$ cat config.mk
export PLATFORM = sky130hd
export DESIGN_NAME = pdr_regs
export DESIGN_NICKNAME = d
export VERILOG_FILES = /design/src/hdl/pdr_pkg.sv /design/src/hdl/pdr_cnt_if.sv /design/src/hdl/pdr_errcnt.sv /design/src/hdl/pdr_regs.sv
export VERILOG_INCLUDE_DIRS = /design/src /design/src/hdl
export SDC_FILE = /design/constraint.sdc
export NUM_CORES = 1
export LEC_CHECK = 0
export BUFFER_PORTS_ARGS = -buffer_cell sky130_fd_sc_hd__buf_2
export CORE_MARGIN = 3
export CORE_UTILIZATION = 56
export DETAILED_ROUTE_END_ITERATION = 6
export HOLD_SLACK_MARGIN = 0.05
export PLACE_DENSITY_LB_ADDON = 0.05
export SLEW_MARGIN = 20
export SYNTH_ARGS = -nofsm -noshare
export SYNTH_HDL_FRONTEND = slang
export SYNTH_SLANG_ARGS = --single-unit
$ cat constraint.sdc
create_clock -name CLK -period 2.2 [get_ports CLK]
set_input_delay 0.44 -clock CLK [delete_from_list [all_inputs] [get_ports CLK]]
set_output_delay 0.44 -clock CLK [all_outputs]
set_load 0.05 [all_outputs]
$ cat src/hdl/pdr_params.svh
// register offsets, field positions, reset values of the phy regs
`ifndef PDR_PARAMS_SVH
`define PDR_PARAMS_SVH

`define PDR_AW        6
`define PDR_A_TENB    6'h1A
`define PDR_A_ERRGAP  6'h1B
`define PDR_A_PKTLEN  6'h1C
`define PDR_A_CDIAG   6'h1E
`define PDR_A_RSTCTL  6'h1F
`define PDR_A_INTST   6'h20
`define PDR_A_INTMK   6'h21

`define PDR_SQ_HI     12
`define PDR_SQ_LO     9
`define PDR_NLP_BIT   7
`define PDR_POL_BIT   4
`define PDR_JAB_BIT   0
`define PDR_ERR_HI    15
`define PDR_ERR_LO    8
`define PDR_LATCH_BIT 15
`define PDR_IPG_HI    7
`define PDR_LEN_HI    10
`define PDR_CDS_BIT   15
`define PDR_CDD_BIT   1
`define PDR_CDF_BIT   0
`define PDR_SWR_BIT   15
`define PDR_DGR_BIT   14

`define PDR_SQ_RST    4'h0
`define PDR_IPG_RST   8'h7D
`define PDR_LEN_RST   11'h5EE
`define PDR_ERR_MAX   8'hFF

`define PDR_INT_POL   0
`define PDR_INT_CDD   1
`define PDR_INT_CDF   2
`define PDR_INT_SAT   3
`define PDR_NINT      4

`endif

$ cat src/hdl/pdr_pkg.sv
// types shared by the phy diagnostic register bank
package pdr_pkg;

    // cable measurement handshake
    typedef enum logic [1:0] {
        PDR_CD_IDLE = 2'b00,
        PDR_CD_RUN  = 2'b01
    } pdr_cd_e;

    typedef struct packed {
        logic [3:0]  squelch;
        logic        nlp_dis;
        logic        pol;
        logic        jab_dis;
        logic        jab_en;
        logic [7:0]  err_lat;
        logic [7:0]  ipg;
        logic [10:0] len;
        pdr_cd_e     cd;
        logic        cd_fail;
        logic        swrst;
        logic        digrst;
        logic [3:0]  int_st;
        logic [3:0]  int_mk;
        logic        irq;
        logic [15:0] rdata;
    } pdr_regs_s;

    typedef struct packed {
        logic [7:0] count;
        logic       sat;
    } pdr_cnt_s;

endpackage

$ cat src/hdl/pdr_cnt_if.sv
// link between the register bank and the prbs error counter
`timescale 1ns/1ns
interface pdr_cnt_if;
    logic       err;
    logic       mode;
    logic       clr;
    logic [7:0] count;
    logic       sat;

    modport cnt (input err, input mode, input clr,
                 output count, output sat);
    modport ctl (output err, output mode, output clr,
                 input count, input sat);
endinterface

$ cat src/hdl/pdr_errcnt.sv
// running count of errored bytes seen by the prbs checker
`timescale 1ns/1ns
`include "pdr_params.svh"
module pdr_errcnt
    import pdr_pkg::*;
(
    input  wire logic CLK,
    input  wire logic NRST,
    pdr_cnt_if.cnt    cif
);

    pdr_cnt_s s_q;
    pdr_cnt_s s_d;

    // wrap only in mode 1; mode 0 holds at the top
    always_comb begin
        s_d = s_q;
        s_d.sat = 1'b0;
        if (cif.clr) begin
            s_d.count = 8'h00;
        end else if (cif.err) begin
            if (s_q.count == `PDR_ERR_MAX && !cif.mode) begin
                s_d.sat = 1'b1;
            end else begin
                s_d.count = s_q.count + 8'h01;
            end
        end
    end

    // state register
    always_ff @(posedge CLK or negedge NRST) begin
        if (!NRST) begin
            s_q <= '0;
        end else begin
            s_q <= s_d;
        end
    end

    assign cif.count = s_q.count;
    assign cif.sat   = s_q.sat;

endmodule

$ cat src/hdl/pdr_regs.sv
// control and status registers: 10 Mb/s, self-test, cable, reset
//
// Chosen here: the plain strobed port.
`timescale 1ns/1ns
`include "pdr_params.svh"

// Overview of operation
// - four-bit squelch code sets receiver threshold
// - suppression bit set stops link pulses
// - polarity flag shows inverted 10 Mb/s pair
// - polarity flag mirrored to general status
// - own register read clears both copies
// - jabber bit disables jabber, 10 Mb/s only
// - eight-bit errored byte count, bits 15:8
// - bit 15 write latches count, clears counter
// - mode zero saturates counter at FF
// - gap between generated packets, default 7D
// - generated packet length, default 5EE
// - start bit begins cable measurement
// - start self-clears when done rises
// - done flag, reset value one
// - fail flag shows failed measurement
// - software reset acts like reset pin
// - digital restart keeps register contents
module pdr_regs
    import pdr_pkg::*;
(
    input  wire logic        CLK,
    input  wire logic        NRST,
    input  wire logic [5:0]  ADDR,
    input  wire logic [15:0] WDATA,
    input  wire logic        WR,
    input  wire logic        RD,
    output logic      [15:0] RDATA,
    input  wire logic        POL_DET,
    input  wire logic        PRBS_ERR,
    input  wire logic        ERR_MODE,
    input  wire logic        SPEED10,
    input  wire logic        CD_DONE,
    input  wire logic        CD_FAIL,
    output logic      [3:0]  SQUELCH,
    output logic             NLP_OFF,
    output logic             POL_MIRROR,
    output logic             JABBER_EN,
    output logic      [7:0]  IPG_LEN,
    output logic      [10:0] PKT_LEN,
    output logic             CD_START,
    output logic             SOFT_RST,
    output logic             DIG_RST,
    output logic             IRQ
);

    pdr_regs_s s_q;
    pdr_regs_s s_d;
    pdr_cnt_if cif ();

    logic [3:0] ev;

    // reset image shared by the pin and the soft reset
    function automatic pdr_regs_s rst_val();
        pdr_regs_s r;
        r = '0;
        r.squelch = `PDR_SQ_RST;
        r.ipg     = `PDR_IPG_RST;
        r.len     = `PDR_LEN_RST;
        r.cd      = PDR_CD_IDLE;
        return r;
    endfunction

    // address hit on a write
    function automatic logic wr_hit(logic [5:0] a);
        return WR && (ADDR == a);
    endfunction

    // latch write or either reset clears; inline compare wakes on WR
    assign cif.err  = PRBS_ERR;
    assign cif.mode = ERR_MODE;
    assign cif.clr  = s_q.swrst || s_q.digrst
        || (WR && (ADDR == `PDR_A_ERRGAP) && WDATA[`PDR_LATCH_BIT]);

    pdr_errcnt u_cnt (
        .CLK  (CLK),
        .NRST (NRST),
        .cif  (cif)
    );

    // events that raise sticky interrupt bits
    always_comb begin
        ev = 4'h0;
        ev[`PDR_INT_POL] = POL_DET;
        ev[`PDR_INT_CDD] = CD_DONE && (s_q.cd == PDR_CD_RUN);
        ev[`PDR_INT_CDF] = CD_DONE && CD_FAIL
            && (s_q.cd == PDR_CD_RUN);
        ev[`PDR_INT_SAT] = cif.sat;
    end

    // next state of the whole bank
    always_comb begin
        s_d = s_q;
        s_d.swrst  = 1'b0;
        s_d.digrst = 1'b0;
        s_d.rdata  = 16'h0000;

        // control fields, reserved bits dropped
        if (wr_hit(`PDR_A_TENB)) begin
            s_d.squelch = WDATA[`PDR_SQ_HI:`PDR_SQ_LO];
            s_d.nlp_dis = WDATA[`PDR_NLP_BIT];
            s_d.jab_dis = WDATA[`PDR_JAB_BIT];
        end
        if (wr_hit(`PDR_A_ERRGAP)) begin
            s_d.ipg = WDATA[`PDR_IPG_HI:0];
            if (WDATA[`PDR_LATCH_BIT]) begin
                s_d.err_lat = cif.count;
            end
        end
        if (wr_hit(`PDR_A_PKTLEN)) begin
            s_d.len = WDATA[`PDR_LEN_HI:0];
        end
        if (wr_hit(`PDR_A_RSTCTL)) begin
            s_d.swrst  = WDATA[`PDR_SWR_BIT];
            s_d.digrst = WDATA[`PDR_DGR_BIT];
        end
        if (wr_hit(`PDR_A_INTMK)) begin
            s_d.int_mk = WDATA[`PDR_NINT-1:0];
        end

        // cable measurement handshake
        case (s_q.cd)
            PDR_CD_IDLE: begin
                if (wr_hit(`PDR_A_CDIAG)
                    && WDATA[`PDR_CDS_BIT]) begin
                    s_d.cd      = PDR_CD_RUN;
                    s_d.cd_fail = 1'b0;
                end
            end
            PDR_CD_RUN: begin
                // finishing wins over a late abort write
                if (CD_DONE) begin
                    s_d.cd      = PDR_CD_IDLE;
                    s_d.cd_fail = CD_FAIL;
                end else if (wr_hit(`PDR_A_CDIAG)
                    && !WDATA[`PDR_CDS_BIT]) begin
                    s_d.cd = PDR_CD_IDLE;
                end
            end
            default: begin
                s_d.cd = PDR_CD_IDLE;
            end
        endcase

        // read of own register clears, new detection wins
        if (RD && ADDR == `PDR_A_TENB) begin
            s_d.pol = 1'b0;
        end
        if (POL_DET) begin
            s_d.pol = 1'b1;
        end

        // sticky status: write one to clear, set wins
        if (wr_hit(`PDR_A_INTST)) begin
            s_d.int_st = s_q.int_st & ~WDATA[`PDR_NINT-1:0];
        end
        s_d.int_st = s_d.int_st | ev;

        // read data, zero on reserved bits and holes
        if (RD) begin
            case (ADDR)
                `PDR_A_TENB: begin
                    s_d.rdata[`PDR_SQ_HI:`PDR_SQ_LO] = s_q.squelch;
                    s_d.rdata[`PDR_NLP_BIT] = s_q.nlp_dis;
                    s_d.rdata[`PDR_POL_BIT] = s_q.pol;
                    s_d.rdata[`PDR_JAB_BIT] = s_q.jab_dis;
                end
                `PDR_A_ERRGAP: begin
                    s_d.rdata[`PDR_ERR_HI:`PDR_ERR_LO] =
                        s_q.err_lat;
                    s_d.rdata[`PDR_IPG_HI:0] = s_q.ipg;
                end
                `PDR_A_PKTLEN: begin
                    s_d.rdata[`PDR_LEN_HI:0] = s_q.len;
                end
                `PDR_A_CDIAG: begin
                    s_d.rdata[`PDR_CDS_BIT] =
                        (s_q.cd == PDR_CD_RUN);
                    s_d.rdata[`PDR_CDD_BIT] =
                        (s_q.cd == PDR_CD_IDLE);
                    s_d.rdata[`PDR_CDF_BIT] = s_q.cd_fail;
                end
                `PDR_A_RSTCTL: begin
                    // self-clearing bits are gone by any read
                    s_d.rdata = 16'h0000;
                end
                `PDR_A_INTST: begin
                    s_d.rdata[`PDR_NINT-1:0] = s_q.int_st;
                end
                `PDR_A_INTMK: begin
                    s_d.rdata[`PDR_NINT-1:0] = s_q.int_mk;
                end
                default: begin
                    s_d.rdata = 16'h0000;
                end
            endcase
        end

        // registered copies so outputs leave flops
        s_d.jab_en = !s_d.jab_dis && SPEED10;
        s_d.irq    = |(s_d.int_st & s_d.int_mk);

        // soft reset replays the pin reset one cycle on
        if (s_q.swrst) begin
            s_d = rst_val();
        end
    end

    // single register for the whole bank
    always_ff @(posedge CLK or negedge NRST) begin
        if (!NRST) begin
            s_q <= rst_val();
        end else begin
            s_q <= s_d;
        end
    end

    // outputs straight from the state flops
    assign RDATA      = s_q.rdata;
    assign SQUELCH    = s_q.squelch;
    assign NLP_OFF    = s_q.nlp_dis;
    assign POL_MIRROR = s_q.pol;
    assign JABBER_EN  = s_q.jab_en;
    assign IPG_LEN    = s_q.ipg;
    assign PKT_LEN    = s_q.len;
    assign CD_START   = (s_q.cd == PDR_CD_RUN);
    assign SOFT_RST   = s_q.swrst;
    assign DIG_RST    = s_q.digrst;
    assign IRQ        = s_q.irq;
endmodule

## After elaboration in Yosys (flattened, before gate mapping)

Cells that the tools add are included.
W data, S select, Z words.

- Register bits: 74
- Output and inout port bits: 46
- Logic and storage cells: 104

- Add/subtract/negate cells: 1
- Equal/unequal tests: 13
- Mux-type cells: 34
- Bitwise logic cells: 4
- Reduce and logical (&&, ||, !) cells: 34

Operator list:

| operator | number |
|---|---|
| $mux W65 | 1 |
| $mux W16 | 2 |
| $eq A6 B5 Y1 const B | 5 |
| $mux W8 | 3 |
| $logic_and A1 B1 Y1 | 16 |
| $eq A6 B6 Y1 const B | 2 |
| $pmux W2 S2 | 3 |
| $mux W11 | 1 |
| $reduce_bool A2 Y1 | 5 |
| $mux W9 | 1 |
| $add A8 B1 Y8 const B | 1 |
| $and A4 B4 Y4 | 2 |
| $eq A8 B8 Y1 const B | 1 |
| $mux W2 | 4 |
| $mux W4 | 2 |
| $pmux W2 S4 | 1 |
| $mux W1 | 6 |
| $pmux W1 S2 | 3 |
| $pmux W1 S3 | 2 |
| $pmux W1 S6 | 1 |
| $pmux W2 S3 | 1 |
| $reduce_and A2 Y1 | 3 |
| $reduce_bool A3 Y1 | 2 |
| $mux W5 | 1 |
| other kinds (14) | 17 |

## Depth between registers and ports, before layout

- Depth after elaboration: 7
- Depth in mapped cells: 6
- Mapped depth without buffers: 5

## By module

From an unflattened synthesis, not the netlist that was laid out.

- Cells, all modules: 374
- Area total of the unflattened synthesis: 3759.9 um^2

By module, submodules not included:

| module | times used | cells an instance | area an instance (um^2) | sequential area each (um^2) |
|---|---|---|---|---|
| pdr_regs | 1 | 324 | 3235.6 | 1619.1 |
| pdr_errcnt | 1 | 50 | 524.3 | 225.2 |

## Worst setup path before layout

Ideal clock, no wire load.

- Path type: input to register
- Start point: input ADDR[2]
- End point: register s_q (netlist bit IRQ)
- Arrival: 1508 ps
- Path slack: 550 ps
- Stages: 5
- Buffers on the path: 1
- Cell sequence: or4b_1 -> buf_2 -> o21ai_1 -> a221o_1 -> a41oi_1

RTL lines:

| item | RTL line | source |
|---|---|---|
| start: declaration | pdr_regs.sv:30 | `input wire logic [5:0] ADDR,` |
| end signal: assignment | pdr_regs.sv:218 | `s_q <= rst_val();` |
| end: declaration | pdr_regs.sv:53 | `pdr_regs_s s_q;` |

## Worst setup path in the final report

- Start point: register u_cnt.s_q (netlist bit u_cnt.cif.count[0])
- End point: register u_cnt.s_q (netlist bit u_cnt.cif.count[1])

- Word-level cells in the longest chain between the ends: 4
- Elaborated cells on any way between the ends: 8

RTL lines:

| item | RTL line | source |
|---|---|---|
| start: declaration | pdr_errcnt.sv:12 | `pdr_cnt_s s_q;` |
| start signal: assignment | pdr_errcnt.sv:33 | `s_q <= '0;` |
| start signal: assignment | pdr_errcnt.sv:35 | `s_q <= s_d;` |
| $add A8 B1 Y8 / $eq A8 B8 Y1 (equally long branches) | -- |  |
| $mux W8 / $logic_and A1 B1 Y1 (equally long branches) | pdr_errcnt.sv:22 | `` if (s_q.count == `PDR_ERR_MAX && !cif.mode) begin `` |
| $mux W9 / $ne A2 B2 Y1 (equally long branches) | -- |  |
| $mux W8 / $reduce_and A2 Y1 (equally long branches) | -- |  |

Parallel ways exist; a longest one is shown, timed or not. The select of a mux whose other input is x is not followed.
A chain may end at the register's enable or synchronous reset.

==> impl_metrics.toml <==
[floorplan]
die-area_mm2 = 0.00752
fp.dieW_um = 86.7
fp.dieH_um = 86.7
core_area_mm2 = 0.00610
start_util = 0.599
row_count = 28
boundaryPins = 78

[power]
sw_frac_of_total = 0.337
combinationalPowerShare = 0.234
power_mw = 3.82
ir_drop_mv = 0.494
seq_power_share = 0.463
switching_power_mw = 1.29
intPower_mw = 2.53
leakage_nw = 2.07
powerDensity_mw_per_mm2 = 938
p_clk_frac = 0.303

[yosys]
synthCells = 353
yosysWarnings = 0
syn-cell-area_mm2 = 0.00365
yosys.area.top_type = "dfrtp_1"
synth_top_area_frac = 0.405
syn-num-nets = 386
syn_avg_cell_area_um2 = 10.3
yosysSeqAreaShare = 0.505
ys_ff_latch = 73
yosys-top-cells-area = "dfrtp_1 (40%), dfstp_2 (10%), buf_4 (8.0%), mux2i_1 (6.0%), nor2_1 (4.1%)"
ys_types = 47

[setup_path]
required_ns = 2.42
rrSetupSlack_ns = 0.39
crit_type = "register to register"
cp_top_family = "compound AO/OA/AOI/OAI gates"
worstSetupStartpointType = "register"
cpMaxStageDelayCell = "o21ai_0"
crit_chain = "ha_1 -> nand4b_1 -> o21ai_0 -> mux2i_1 -> nor2_1"
end_kind = "register"
cp.arrival_ns = 2.03
r2r-start = "u_cnt.cif.count[0]"
cp_max_fo = 8
timing.rr.end = "u_cnt.cif.count[1]"
slowest_delay_ns = 0.44
reg2reg_depth = 5
critPathBufInv = 0

[route]
drtAntennaViolNets = 0
drt-initial-drc-count = 201
dr.pass1.iters = 5
drc = 0
viasPerCell = 5.84
via_count = 2767
route.met2.wl_um = 3880
dr_wl_met3_um = 668
drt_wl_total_um = 8400
drt-wirelength-per-cell_um = 17.7
route.top_layer_used = "met4"
wl_met1_um = 3790

[run]
maxCapViolCount = 0

[run_status]
outcome = "completed"

[global_routing]
antenna_found_initial = 0
overflow = 0
grt_pass1_wl_um = 13700
track_usage = 0.240
grt_pass1_vias = 2738
grt_max_degree = 36

[layout]
fin_cells = 474
nets = 427
num_antenna_cells = 0
drive_gt1_frac = 0.306
area_growth_pct = 11.6
postLayoutCoreUtil = 0.668

[worst_hold_path]
hold_class = "input pin to asynchronous set/reset pin"

[place]
dp_hpwl_um = 5880
gp_congestion = 0.830
placedCellCount = 458
portBuffers = 76

[clock_tree]
cts_buffers = 9
cts.sinks = 73
htreeDepth = 3
cts_tree = "done"
clk_path_buf_depth = 2
clkSlewWorstSetupHoldPaths_ns = 0.08
ctsResizeCount = 0
root_buffer = "clkbuf_8"
insertion_delay_ns = 0.34
ctsHoldBuffers = 0
post-cts-setup-buffers = 0

[timing]
fmax_mhz = 553
setup_viol = 0
max_slew.worst_pin.slew_ns = 0.631
rsz0062_at_grt = "no"
period_share = 0.821
drv_slew = 0
fin_crit_ns = 1.81
slew_headroom = 0.580
hold_viol = 0
fin_worst_skew_ns = 0.00748
tns_ns = 0
-- layout make-up --
class	instances	area [um2]
clock inverter	5	78.8
sequential	73	1840
timing repair buffer	88	483
multi-input combinational	220	1420
clock buffer	11	141
fill	510	2020
inverter	2	7.51
tap	75	93.8
-- worst max-delay path by stage --
stage                            start            endpoint  slack (ns)  depth (start not counted)
finish              u_cnt.cif.count[0]  u_cnt.cif.count[1]        0.39                          5
global route        u_cnt.cif.count[0]  u_cnt.cif.count[1]        0.24                          5
CTS                 u_cnt.cif.count[0]  u_cnt.cif.count[1]        0.40                          5
detailed placement             ADDR[2]                 IRQ        0.21                          5
global placement               ADDR[2]                 IRQ        0.25                          5
floorplan                      ADDR[2]                 IRQ        0.55                          5
-- cell families (layout without fill, tap and decap cells) --
logic type / Yosys count / count (layout) / share of synthesized area
mux: 22 / 22 / 0.0604
simple gates: 134 / 134 / 0.196
compound gates: 56 / 56 / 0.111
buf+inv: 60 / 106 / 0.106
xor+xnor: 7 / 7 / 0.0168
flops: 73 / 73 / 0.505
fa+ha+maj: 1 / 1 / 0.00343
-- cell usage after synthesis (all sizes together) --
cell	count
nor2	40
a41oi	1
or4b	1
a211oi	5
a221oi	2
and2	4
and4b	1
o21ai	6
nand3	8
and3b	2
dfrtp	59
nor4	4
o211ai	2
ha	1
nor3	9
nor4b	1
and3	13
nand3b	10
nor2b	5
o21a	1
nand2	27
nand2b	2
inv	2
a31oi	1
nand4bb	1
mux2i	22
a211o	6
and4bb	1
a22oi	6
a221o	4
nand4	2
buf	47
xor2	7
dfstp	14
nand4b	2
a222oi	5
clkbuf	11
o2111ai	3
or3	1
a21oi	14
-- power groups by stage --
stage                     clock, mW  sequential, mW  combinational, mW
after floorplan                   0            1.79              0.729
after CTS                      1.18            1.77              0.901
after detailed placement          0            1.79              0.896
final                          1.16            1.77              0.893
after global routing           1.24            1.80              0.964
after global placement            0            1.79              0.876
-- per-layer routing --
metal  GRT usage  vias up
met5           0        -
met1       0.336     1344
met3      0.0627        6
li1            -     1300
met2       0.357      117
met4      0.0949        0
-- layout by cell type (no fill, tap or decap), types with 3 or more instances in the layout --
| cell | Yosys | layout |
|---|---|---|
| buf_4 | 39 | 11 |
| nor2b_1 | 5 | 5 |
| mux2i_1 | 22 | 22 |
| dfstp_2 | 14 | 14 |
| a22oi_1 | 6 | 6 |
| nor3_1 | 8 | 8 |
| o2111ai_1 | 3 | 3 |
| a221o_1 | 4 | 4 |
| nand3b_1 | 10 | 10 |
| a222oi_1 | 5 | 5 |
| a211oi_1 | 5 | 5 |
| nor2_1 | 40 | 40 |
| and2_1 | 3 | 3 |
| dfrtp_1 | 59 | 59 |
| nand2_1 | 27 | 27 |
| nand3_1 | 7 | 7 |
| and3_1 | 13 | 13 |
| o21ai_1 | 4 | 4 |
| xor2_1 | 7 | 7 |
| clkbuf_8 | 0 | 10 |
| a21oi_1 | 14 | 14 |
| a211o_1 | 6 | 6 |
| buf_2 | 7 | 76 |
-- per-stage QoR --
stage	setup slack, ns	hold slack [ns]	area [um2]
after global routing	0.241	0.105	4070
final	0.393	0.0929	4070
after floorplan	0.550	0.144	3650
after global placement	0.248	0.472	3850
after CTS	0.395	0.0912	4070
after detailed placement	0.212	0.471	3850
-- flip-flops by register name, indices dropped and copies added (netlist names), 4 cells and up --
name / count
IPG_LEN: 8
PKT_LEN: 11
RDATA: 16
SQUELCH: 4
s_q: 19
u_cnt.cif.count: 8
Power figures use the tool's default switching activity.
